$ cat config.mk
export PLATFORM = sky130hd
export DESIGN_NAME = crdc_top
export DESIGN_NICKNAME = d
export VERILOG_FILES = /design/src/crdc_pkg.sv /design/src/crdc_top.sv
export SDC_FILE = /design/constraint.sdc
export NUM_CORES = 1
export LEC_CHECK = 0
export ABC_AREA = 1
export BUFFER_PORTS_ARGS = -buffer_cell sky130_fd_sc_hd__buf_2
export CORE_MARGIN = 3
export CORE_UTILIZATION = 35
export CTS_CLUSTER_DIAMETER = 200
export DETAILED_ROUTE_END_ITERATION = 10
export PLACE_DENSITY = 0.69
export SYNTH_ARGS = -nofsm -noshare
export SYNTH_HDL_FRONTEND = slang
export SYNTH_SLANG_ARGS = --single-unit
export TNS_END_PERCENT = 20
$ cat constraint.sdc
create_clock -name clock -period 1.9 [get_ports clock]
set_input_delay 0.19 -clock clock [delete_from_list [all_inputs] [get_ports clock]]
set_output_delay 0.19 -clock clock [all_outputs]
set_load 0.02 [all_outputs]
$ cat src/crdc_pkg.sv
// package: register map, field layout, reset values and ladder constants for the reference control block
// Summary of operation
// - top bit powers ladder on or off
// - pin drive bit connects level to pin
// - range bit selects low or high range
// - tap code sets ladder tap level
// - source bit selects external or rail span
// - any reset clears control register to zero
// - sleep wake leaves register contents unchanged
// - reference settings ignore comparator state
// - route reference to comparators in mode 110
package crdc_pkg;
    localparam int              ADDR_WIDTH       = 4;
    localparam logic [3:0]      LEVEL_CTRL_ADDR  = 4'h0;
    localparam logic [3:0]      COMP_MODE_ADDR   = 4'h4;
    localparam logic [3:0]      STATUS_ADDR      = 4'h8;
    localparam logic [7:0]      LEVEL_CTRL_RESET = 8'h00;
    localparam logic [2:0]      COMP_MODE_RESET  = 3'h0;
    localparam logic [2:0]      MODE_INTERNAL    = 3'h6;
    localparam int              POWER_BIT        = 7;
    localparam int              PIN_DRIVE_BIT    = 6;
    localparam int              LOW_RANGE_BIT    = 5;
    localparam int              EXT_SOURCE_BIT   = 4;
    localparam int              TAP_MSB          = 3;
    localparam int              TAP_LSB          = 0;
    localparam int              LOW_RANGE_STEPS  = 24;
    localparam int              HIGH_RANGE_STEPS = 32;
    localparam int              HIGH_RANGE_BASE  = 8;
endpackage

$ cat src/crdc_top.sv
// module: reference ladder control register and static control outputs
module crdc_top (
    input  wire logic        clock,
    input  wire logic        reset_n,
    input  wire logic [3:0]  address,
    input  wire logic [7:0]  write_data,
    input  wire logic        write_strobe,
    input  wire logic        read_strobe,
    output logic      [7:0]  read_data,
    output logic             ladder_power_on,
    output logic             ladder_pin_drive,
    output logic             ladder_low_range,
    output logic             ladder_external_source,
    output logic      [3:0]  ladder_tap_code,
    output logic             comparator_internal_ref
);
    logic [7:0] reference_level_control;
    logic [7:0] next_reference_level_control;
    logic [2:0] comparator_mode_field;
    logic [2:0] next_comparator_mode_field;
    logic [7:0] next_read_data;
    logic [7:0] out_bits;
    logic [7:0] next_out_bits;
    logic       next_internal_ref;

    // address decode shared by the write path and the checks; the read path decodes with its own case
    function automatic logic crdc_hits(input logic [3:0] a, input logic [3:0] target);
        return a == target;
    endfunction

    // register writes; sleep has no port here, so contents survive wake untouched
    always_comb begin
        next_reference_level_control = reference_level_control;
        next_comparator_mode_field   = comparator_mode_field;
        if (write_strobe && crdc_hits(address, crdc_pkg::LEVEL_CTRL_ADDR)) begin
            next_reference_level_control = write_data;
        end
        if (write_strobe && crdc_hits(address, crdc_pkg::COMP_MODE_ADDR)) begin
            next_comparator_mode_field = write_data[2:0];
        end
    end

    // reset clears everything; otherwise only a write to a mapped address changes a register
    always_ff @(posedge clock or negedge reset_n) begin
        if (!reset_n) begin
            reference_level_control <= crdc_pkg::LEVEL_CTRL_RESET;
            comparator_mode_field   <= crdc_pkg::COMP_MODE_RESET;
        end else begin
            reference_level_control <= next_reference_level_control;
            comparator_mode_field   <= next_comparator_mode_field;
        end
    end

    // outputs follow the written value one edge after the write, no comparator term
    always_comb begin
        next_out_bits     = next_reference_level_control;
        next_internal_ref = (next_comparator_mode_field == crdc_pkg::MODE_INTERNAL);
    end

    // read mux; unmapped addresses answer zero
    always_comb begin
        next_read_data = 8'h00;
        if (read_strobe) begin
            case (address)
                crdc_pkg::LEVEL_CTRL_ADDR: next_read_data = reference_level_control;
                crdc_pkg::COMP_MODE_ADDR:  next_read_data = {5'h00, comparator_mode_field};
                crdc_pkg::STATUS_ADDR:     next_read_data = {7'h00, comparator_internal_ref};
                default:                   next_read_data = 8'h00;
            endcase
        end
    end

    always_ff @(posedge clock or negedge reset_n) begin
        if (!reset_n) begin
            out_bits                <= crdc_pkg::LEVEL_CTRL_RESET;
            comparator_internal_ref <= 1'b0;
            read_data               <= 8'h00;
        end else begin
            out_bits                <= next_out_bits;
            comparator_internal_ref <= next_internal_ref;
            read_data               <= next_read_data;
        end
    end

    // field split; pin direction is software's duty before drive is set
    assign ladder_power_on        = out_bits[crdc_pkg::POWER_BIT];
    assign ladder_pin_drive       = out_bits[crdc_pkg::PIN_DRIVE_BIT];
    assign ladder_low_range       = out_bits[crdc_pkg::LOW_RANGE_BIT];
    assign ladder_external_source = out_bits[crdc_pkg::EXT_SOURCE_BIT];
    assign ladder_tap_code        = out_bits[crdc_pkg::TAP_MSB:crdc_pkg::TAP_LSB];

    AST_POWER_FOLLOWS: assert property (@(posedge clock) disable iff (!reset_n)
        (write_strobe && address == crdc_pkg::LEVEL_CTRL_ADDR) |=> ladder_power_on == $past(write_data[7]))
        else $error("power bit not applied");
    AST_PIN_FOLLOWS: assert property (@(posedge clock) disable iff (!reset_n)
        (write_strobe && address == crdc_pkg::LEVEL_CTRL_ADDR) |=> ladder_pin_drive == $past(write_data[6]))
        else $error("pin drive bit not applied");
    AST_RANGE_FOLLOWS: assert property (@(posedge clock) disable iff (!reset_n)
        (write_strobe && address == crdc_pkg::LEVEL_CTRL_ADDR) |=> ladder_low_range == $past(write_data[5]))
        else $error("range bit not applied");
    AST_TAP_FOLLOWS: assert property (@(posedge clock) disable iff (!reset_n)
        (write_strobe && address == crdc_pkg::LEVEL_CTRL_ADDR) |=> ladder_tap_code == $past(write_data[3:0]))
        else $error("tap code not applied");
    AST_SOURCE_FOLLOWS: assert property (@(posedge clock) disable iff (!reset_n)
        (write_strobe && address == crdc_pkg::LEVEL_CTRL_ADDR) |=> ladder_external_source == $past(write_data[4]))
        else $error("source bit not applied");
    AST_HOLD_STEADY: assert property (@(posedge clock) disable iff (!reset_n)
        !(write_strobe && address == crdc_pkg::LEVEL_CTRL_ADDR) |=> $stable(out_bits))
        else $error("outputs moved without a write");
    AST_MODE_INDEPENDENT: assert property (@(posedge clock) disable iff (!reset_n)
        (write_strobe && address == crdc_pkg::COMP_MODE_ADDR) |=> $stable(out_bits))
        else $error("comparator mode changed reference");
    AST_INTERNAL_ROUTE: assert property (@(posedge clock) disable iff (!reset_n)
        ##1 comparator_internal_ref == ($past(next_comparator_mode_field) == crdc_pkg::MODE_INTERNAL))
        else $error("internal route wrong");
    AST_READBACK: assert property (@(posedge clock) disable iff (!reset_n)
        (read_strobe && address == crdc_pkg::LEVEL_CTRL_ADDR) |=> read_data == out_bits)
        else $error("readback differs from outputs");

    // reset is checked while it is held, so the asynchronous clear is seen at every edge
    AST_RESET_CLEAR: assert property (@(posedge clock)
        !reset_n |-> (out_bits == crdc_pkg::LEVEL_CTRL_RESET && read_data == 8'h00 && !comparator_internal_ref))
        else $error("reset did not clear the controls");
    // the ladder outputs and the register copy never drift apart
    AST_OUT_MATCHES_REG: assert property (@(posedge clock) disable iff (!reset_n)
        out_bits == reference_level_control)
        else $error("ladder outputs differ from register");
    AST_MODE_WRITE: assert property (@(posedge clock) disable iff (!reset_n)
        (write_strobe && crdc_hits(address, crdc_pkg::COMP_MODE_ADDR))
        |=> comparator_mode_field == $past(write_data[2:0]))
        else $error("mode field not written");
    AST_UNMAPPED_WRITE: assert property (@(posedge clock) disable iff (!reset_n)
        (write_strobe && !crdc_hits(address, crdc_pkg::LEVEL_CTRL_ADDR)
         && !crdc_hits(address, crdc_pkg::COMP_MODE_ADDR)) |=> ($stable(out_bits) && $stable(comparator_mode_field)))
        else $error("unmapped write changed state");
    AST_READ_IDLE_ZERO: assert property (@(posedge clock) disable iff (!reset_n)
        !read_strobe |=> read_data == 8'h00)
        else $error("read data outside read cycle");
    AST_READ_MODE: assert property (@(posedge clock) disable iff (!reset_n)
        (read_strobe && crdc_hits(address, crdc_pkg::COMP_MODE_ADDR))
        |=> read_data == {5'h00, $past(comparator_mode_field)})
        else $error("mode readback wrong");
    AST_READ_STATUS: assert property (@(posedge clock) disable iff (!reset_n)
        (read_strobe && crdc_hits(address, crdc_pkg::STATUS_ADDR))
        |=> read_data == {7'h00, $past(comparator_internal_ref)})
        else $error("status readback wrong");

    COV_POWER_UP: cover property (@(posedge clock) disable iff (!reset_n) $rose(ladder_power_on));
    COV_LOW_RANGE: cover property (@(posedge clock) disable iff (!reset_n) ladder_power_on && ladder_low_range);
    COV_PIN_EXT: cover property (@(posedge clock) disable iff (!reset_n) ladder_pin_drive && ladder_external_source);
    COV_INTERNAL: cover property (@(posedge clock) disable iff (!reset_n) $rose(comparator_internal_ref));
endmodule

==> impl_metrics.sql, run 1 <==
INSERT INTO impl_metrics (metric_group, metric, value, unit) VALUES
('cells_and_area', 'fin_util', '0.486', ''),
('place', 'hpwl', '1.38', 'mm'),
('drt', 'first_pass_iters', '4', ''),
('synth', 'synth.most_common_cell', 'sky130_fd_sc_hd__nand2_1', ''),
('pwr', 'sw_frac_of_total', '0.286', ''),
('synth', 'postSynth.topFlopCell', 'sky130_fd_sc_hd__dfrtp_1', ''),
('grt', 'grt_pass1_vias', '696', ''),
('pwr', 'power.share.sequential', '0.485', ''),
('floorplanning', 'floorplan.die.width', '55.4', 'µm'),
('critical_path', 'worst-endpoint-arrival', '0.91', 'ns'),
('synth', 'async_reset_ff_frac', '1.00', ''),
('grt', 'antenna_found_initial', '0', ''),
('grt', 'grt_use_total', '0.122', ''),
('critical_path', 'critical_path.max_fanout', '3', ''),
('timing', 'period_minus_slack', '1.10', 'ns'),
('synth', 'syn_nets', '109', ''),
('floorplanning', 'floorplan.core_area', '2250', 'µm²'),
('critical_path', 'critical_path_buf_inv_count', '1', ''),
('critical_path', 'cpLargestDelayFamily', 'flip-flops', ''),
('timing', 'timing.final.hold_violations', '0', ''),
('pwr', 'p_comb_frac', '0.192', ''),
('clocking', 'hold_buffers_post_cts', '1', ''),
('cells_and_area', 'drive_above_1_share', '0.352', ''),
('critical_path', 'critical-path-max-stage-delay', '0.43', 'ns'),
('timing', 'finalSetupViolCount', '0', ''),
('run_status', 'run_status', 'completed', ''),
('pwr', 'powerDensity', '973', 'nW/µm²'),
('pwr', 'power.ir.vdd_worst', '0.672', 'mV'),
('critical_path', 'critical_path.cell_chain', 'buf_2', ''),
('synth', 'syn-cell-area', '853', 'µm²'),
('place', 'io_buffers', '32', ''),
('clocking', 'clock_tree_from_tritoncts', 'done', ''),
('synth', 'yosysWarnings', '0', ''),
('timing', 'grt_setup_unrepaired', 'no', ''),
('synth', 'ys_seq_area_frac', '0.587', ''),
('timing', 'slew-limit-headroom', '0.711', ''),
('critical_path', 'critical_path.startpoint_type', 'flop', ''),
('synth', 'syn_avg_cell_area', '9.18', 'µm²'),
('pwr', 'internal-power', '761', 'µW'),
('timing', 'final-max-slew-violation-count', '0', ''),
('drt', 'via_per_inst', '4.46', ''),
('synth', 'netlist.area_leader.share', '0.587', ''),
('critical_path', 'setup.worst_path.end_class', 'output pin', ''),
('timing', 'worst_slew_pin_slew', '0.433', 'ns'),
('clocking', 'clkSlewWorstSetupHoldPaths', '0.11', 'ns'),
('clocking', 'ctsHtreeMaxLevel', '1', ''),
('floorplanning', 'die-area', '3070', 'µm²'),
('clocking', 'numCtsBuffers', '3', ''),
('place', 'place_congestion', '0.752', ''),
('timing', 'period_share', '0.577', ''),
('job', 'drv_cap', '0', ''),
('floorplanning', 'placement_rows', '17', ''),
('cells_and_area', 'n_antenna_cell', '0', ''),
('pwr', 'power.switching', '305', 'µW'),
('cells_and_area', 'nets', '145', ''),
('floorplanning', 'initial_cell_density_of_the_core', '0.378', ''),
('clocking', 'cts-root-to-sink-buffers', '2', ''),
('worst_hold_path', 'timing.hold.worst.class', 'in -> reg', ''),
('critical_path', 'setup.worst_path.class', 'reg -> out', ''),
('clocking', 'sink_count_of_the_clock_tree', '20', ''),
('pwr', 'static-leakage-power', '0.000634', 'µW'),
('synth', 'synthesis.instances', '93', ''),
('grt', 'grt_start_max_net_pins', '21', ''),
('drt', 'first_iter_violations', '12', ''),
('clocking', 'cts_resized', '0', ''),
('synth', 'edff_count_synth', '0', ''),
('drt', 'detailroute.via_count', '696', ''),
('grt', 'grt_first_pass_wirelength', '2.95', 'mm'),
('floorplanning', 'chipHeight', '55.4', 'µm'),
('critical_path', 'required', '1.71', 'ns'),
('grt', 'globalRouteOverflowTotal', '0', '');
power groups by stage:
stage	combinational [µW]	sequential (µW)	clock, µW
final	205	517	344
after detailed placement	205	526	0
after floorplan	72.3	568	0
after CTS	207	518	357
after global placement	200	524	0
after global routing	231	526	374
worst min-delay path, stage by stage:
cell and delay [ns]:
sky130_fd_sc_hd__buf_2 0.08, sky130_fd_sc_hd__nand3_1 0.06, sky130_fd_sc_hd__nand2_1 0.06
routing by layer:
layer / GRT usage / wire length [µm] / vias to the layer above
met4: 0.0313 / 0 / 0
met2: 0.213 / 913 / 27
li1: - / - / 358
met1: 0.132 / 707 / 311
met3: 0.0561 / 165 / 0
met5: 0 / 0 / -
metrics by stage:
step | total power (µW) | hold slack [ns] | cell area, µm² | worst slack, ns | instances
6_report | 1070 | 0.119 | 1090 | 0.804 | 156
5_1_grt | 1130 | 0.111 | 1090 | 0.755 | 156
4_1_cts | 1080 | 0.105 | 1090 | 0.779 | 156
3_5_place_dp | 731 | 0.154 | 1030 | 0.584 | 151
3_3_place_gp | 724 | 0.152 | 1030 | 0.636 | 151
2_1_floorplan | 641 | -0.106 | 853 | 1.02 | 93
cell type report:
cell class              instances  area, µm²  area share
flip-flops and latches         20        500       0.457
clock buffers                   3       22.5      0.0206
repair buffers                 33        170       0.155
multi-input cells              58        288       0.263
well taps                      28       35.0      0.0320
clock inverters                 1       30.0      0.0274
inverters                      13       48.8      0.0446
sequential cells by signal (all words and copies together) (netlist names):
signal,cells
comparator_internal_ref,1
read_data,8
comparator_mode_field,3
out_bits,8
logic make-up (layout without fill, tap and decap cells):
| group | Yosys count | in the layout | synth area share |
|---|---|---|---|
| AOI/OAI and AO/OA | 4 | 4 | 0.0235 |
| buffers and inverters | 15 | 50 | 0.0762 |
| DFF | 20 | 20 | 0.587 |
| and+or+nand+nor | 54 | 54 | 0.314 |
final timing paths:
kind / end / slack [ns] / startpoint / depth (start not counted)
max in group asynchronous: out_bits[7]$_DFFE_PN0P_ / 1.26 / reset_n / 2
max reg2reg: comparator_internal_ref$_DFF_PN0_ / 1.12 / comparator_mode_field[0]$_DFF_PN0_ / 5
min: out_bits[7]$_DFFE_PN0P_ / 0.12 / write_data[7] / 3
max: ladder_tap_code[1] / 0.80 / out_bits[1]$_DFFE_PN0P_ / 1
min in group asynchronous: out_bits[1]$_DFFE_PN0P_ / 0.34 / reset_n / 2
min reg2reg: comparator_mode_field[1]$_DFF_PN0_ / 0.51 / comparator_mode_field[1]$_DFF_PN0_ / 2
cells in the final DEF, fill, tap and decap left out:
| cell | n |
|---|---|
| sky130_fd_sc_hd__dfrtp_1 | 20 |
| sky130_fd_sc_hd__nand2_1 | 24 |
| sky130_fd_sc_hd__nor2_4 | 3 |
| sky130_fd_sc_hd__nand3_1 | 11 |
| sky130_fd_sc_hd__nor2_1 | 7 |
| sky130_fd_sc_hd__bufinv_16 | 1 |
| sky130_fd_sc_hd__dlygate4sd3_1 | 1 |
| sky130_fd_sc_hd__and2_2 | 1 |
| sky130_fd_sc_hd__nand2_4 | 1 |
| sky130_fd_sc_hd__nand4_1 | 3 |
| sky130_fd_sc_hd__buf_2 | 32 |
| sky130_fd_sc_hd__clkbuf_4 | 3 |
| sky130_fd_sc_hd__a21oi_1 | 2 |
| sky130_fd_sc_hd__o21ai_0 | 2 |
| sky130_fd_sc_hd__inv_1 | 13 |
| sky130_fd_sc_hd__nand2_2 | 4 |
No activity file was read; power rests on OpenSTA's default activity.
==> run 2: changes to the inputs <==
clock period = 1.1 ns   (was 1.9 ns; I/O delays follow)
==> impl_metrics.sql, run 2 (same netlist as run 1, synthesis figures left out) <==
INSERT INTO impl_metrics (metric_group, metric, value, unit) VALUES
('clocking', 'clk_latency', '0.30', 'ns'),
('clocking', 'sink_count_of_the_clock_tree', '20', ''),
('pwr', 'sw_frac_of_total', '0.310', ''),
('floorplanning', 'io_pins', '33', ''),
('grt', 'grt_start_max_net_pins', '21', ''),
('job', 'drv_cap', '0', ''),
('drt', 'route.detailed.drc', '0', ''),
('grt', 'global_route.usage.met1', '0.146', ''),
('clocking', 'numCtsBuffers', '3', ''),
('timing', 'worst_slew_pin_slew', '0.453', 'ns'),
('place', 'io_buffers', '32', ''),
('floorplanning', 'initial_cell_density_of_the_core', '0.378', ''),
('grt', 'antenna_found_initial', '0', ''),
('pwr', 'totalPowerFinal', '1670', 'µW'),
('cells_and_area', 'layout_common_cells', 'sky130_fd_sc_hd__buf_2, sky130_fd_sc_hd__nand2_1, sky130_fd_sc_hd__dfrtp_1', ''),
('critical_path', 'critical-path-max-stage-delay', '0.42', 'ns'),
('timing', 'timing.final.hold_violations', '0', ''),
('critical_path', 'rr_startpoint', 'comparator_mode_field[2]$_DFF_PN0_', ''),
('grt', 'grt_use_total', '0.126', ''),
('place', 'place_congestion', '0.845', ''),
('timing', 'clock-skew-final', '0.00572', 'ns'),
('timing', 'worst_slack_on_hold_paths', '0.0397', 'ns'),
('grt', 'gr-max-usage-layer', 'met2', ''),
('pwr', 'power.switching', '518', 'µW'),
('drt', 'wl_per_cell', '11.6', 'µm'),
('critical_path', 'setup.worst_path.end_class', 'output pin', ''),
('timing', 'slew-limit-headroom', '0.698', ''),
('cells_and_area', 'final_std_cell_area_no_fill', '1100', 'µm²'),
('grt', 'grt_pass1_vias', '706', ''),
('cells_and_area', 'biggestRegsByFlops', 'out_bits x8, read_data x8, comparator_mode_field x3', ''),
('drt', 'first_iter_violations', '17', ''),
('cells_and_area', 'nets', '148', ''),
('pwr', 'power.share.sequential', '0.533', ''),
('critical_path', 'critical_path.cell_chain', 'buf_2', ''),
('critical_path', 'required', '0.99', 'ns'),
('clocking', 'cts-root-buf', 'sky130_fd_sc_hd__clkbuf_4', ''),
('clocking', 'cts_post_setup_buffers_inserted', '0', ''),
('floorplanning', 'die-area', '3070', 'µm²'),
('critical_path', 'worst-endpoint-arrival', '0.89', 'ns'),
('floorplanning', 'chipHeight', '55.4', 'µm'),
('timing', 'period_minus_slack', '0.999', 'ns'),
('clocking', 'ctsHtreeMaxLevel', '1', ''),
('critical_path', 'critical_path.max_fanout', '3', ''),
('drt', 'detailroute.via_count', '734', ''),
('floorplanning', 'floorplan.die.width', '55.4', 'µm'),
('clocking', 'cts-root-to-sink-buffers', '2', ''),
('pwr', 'clock_power_share', '0.253', ''),
('critical_path', 'setup.worst_path.class', 'reg -> out', ''),
('timing', 'period_share', '0.908', ''),
('drt', 'routed_wirelength', '1.85', 'mm'),
('grt', 'grt_util_met3', '0.0584', ''),
('clocking', 'clkSlewWorstSetupHoldPaths', '0.11', 'ns'),
('critical_path', 'cpLargestDelayFamily', 'flip-flops', ''),
('grt', 'globalRouteOverflowTotal', '0', ''),
('run_status', 'run_status', 'completed', ''),
('timing', 'final-max-slew-violation-count', '0', ''),
('timing', 'grt_setup_unrepaired', 'no', ''),
('place', 'postPlaceCellArea', '1050', 'µm²'),
('clocking', 'cts_resized', '0', ''),
('worst_hold_path', 'timing.hold.worst.class', 'in -> reg', ''),
('cells_and_area', 'flow.area_growth_from_synthesis', '29.0', '%'),
('critical_path', 'critical_path_buf_inv_count', '1', ''),
('drt', 'first_pass_iters', '4', ''),
('worst_hold_path', 'worst_hold_startpoint', 'write_data[3]', ''),
('cells_and_area', 'layout_commonest_cell', 'sky130_fd_sc_hd__buf_2', ''),
('timing', 'finalSetupViolCount', '0', ''),
('drt', 'via_per_inst', '4.62', ''),
('timing', 'fin_tns_setup', '0', 'ns'),
('pwr', 'powerDensity', '1520', 'nW/µm²'),
('pwr', 'static-leakage-power', '0.000643', 'µW'),
('critical_path', 'cp_slowest_cell', 'sky130_fd_sc_hd__dfrtp_1', ''),
('drt', 'ant_nets', '0', ''),
('cells_and_area', 'n_antenna_cell', '0', ''),
('critical_path', 'critPathLaunch', 'out_bits[1]$_DFFE_PN0P_', ''),
('critical_path', 'regToRegSetupSlack', '0.31', 'ns'),
('timing', 'achievable-frequency', '1.00', 'GHz'),
('grt', 'globalRouteMet2Util', '0.218', ''),
('floorplanning', 'placement_rows', '17', ''),
('place', 'hpwl', '1.44', 'mm'),
('cells_and_area', 'fillerInstances', '237', ''),
('floorplanning', 'floorplan.core_area', '2250', 'µm²'),
('clocking', 'clock_tree_from_tritoncts', 'done', ''),
('pwr', 'internal-power', '1150', 'µW'),
('pwr', 'p_comb_frac', '0.214', ''),
('cells_and_area', 'drive_above_1_share', '0.366', ''),
('pwr', 'power.ir.vdd_worst', '0.970', 'mV'),
('grt', 'grt_first_pass_wirelength', '3.06', 'mm'),
('critical_path', 'critical_path.startpoint_type', 'flop', '');
-- run 2: layout make-up --
cell class | count | area [µm²] | area share
Multi-Input combinational cell | 58 | 288 | 0.261
Clock buffer | 4 | 36.3 | 0.0330
Sequential cell | 20 | 500 | 0.455
Timing Repair Buffer | 36 | 193 | 0.175
Tap cell | 28 | 35.0 | 0.0318
Inverter | 13 | 48.8 | 0.0443
-- run 2: through the flow --
step                 util  instances  worst slack (ns)
floorplan               -         93             0.290
global placement    0.468        154            0.0849
detailed placement  0.468        154            0.0700
CTS                 0.488        159            0.0834
global route        0.488        159            0.0482
finish              0.488        159             0.101
-- run 2: layer usage --
layer  vias to the layer above  wire (µm)
li1                        368          -
met1                       342        773
met2                        24        938
met3                         0        134
met4                         0          0
met5                         -          0
-- run 2: what timing repair did --
| action | 4_1_cts | 5_1_grt |
|---|---|---|
| endpoints found under the setup margin | 0 | 0 |
| endpoints found under the hold margin | 20 | 0 |
| hold buffers | 1 | 0 |
-- run 2: path summary, 6_finish.rpt --
path	end	cells after the start
max	ladder_tap_code[1]	1
min	out_bits[3]$_DFFE_PN0P_	3
max reg2reg	comparator_internal_ref$_DFF_PN0_	4
min reg2reg	out_bits[3]$_DFFE_PN0P_	2
max in group asynchronous	read_data[7]$_DFF_PN0_	2
min in group asynchronous	read_data[0]$_DFF_PN0_	2
-- run 2: power by group through the flow --
stage | registers (µW) | logic [µW] | clock network, µW
3_3_place_gp | 902 | 354 | 0
6_report | 891 | 358 | 422
3_5_place_dp | 906 | 360 | 0
2_1_floorplan | 982 | 125 | 0
5_1_grt | 904 | 408 | 468
4_1_cts | 892 | 365 | 441
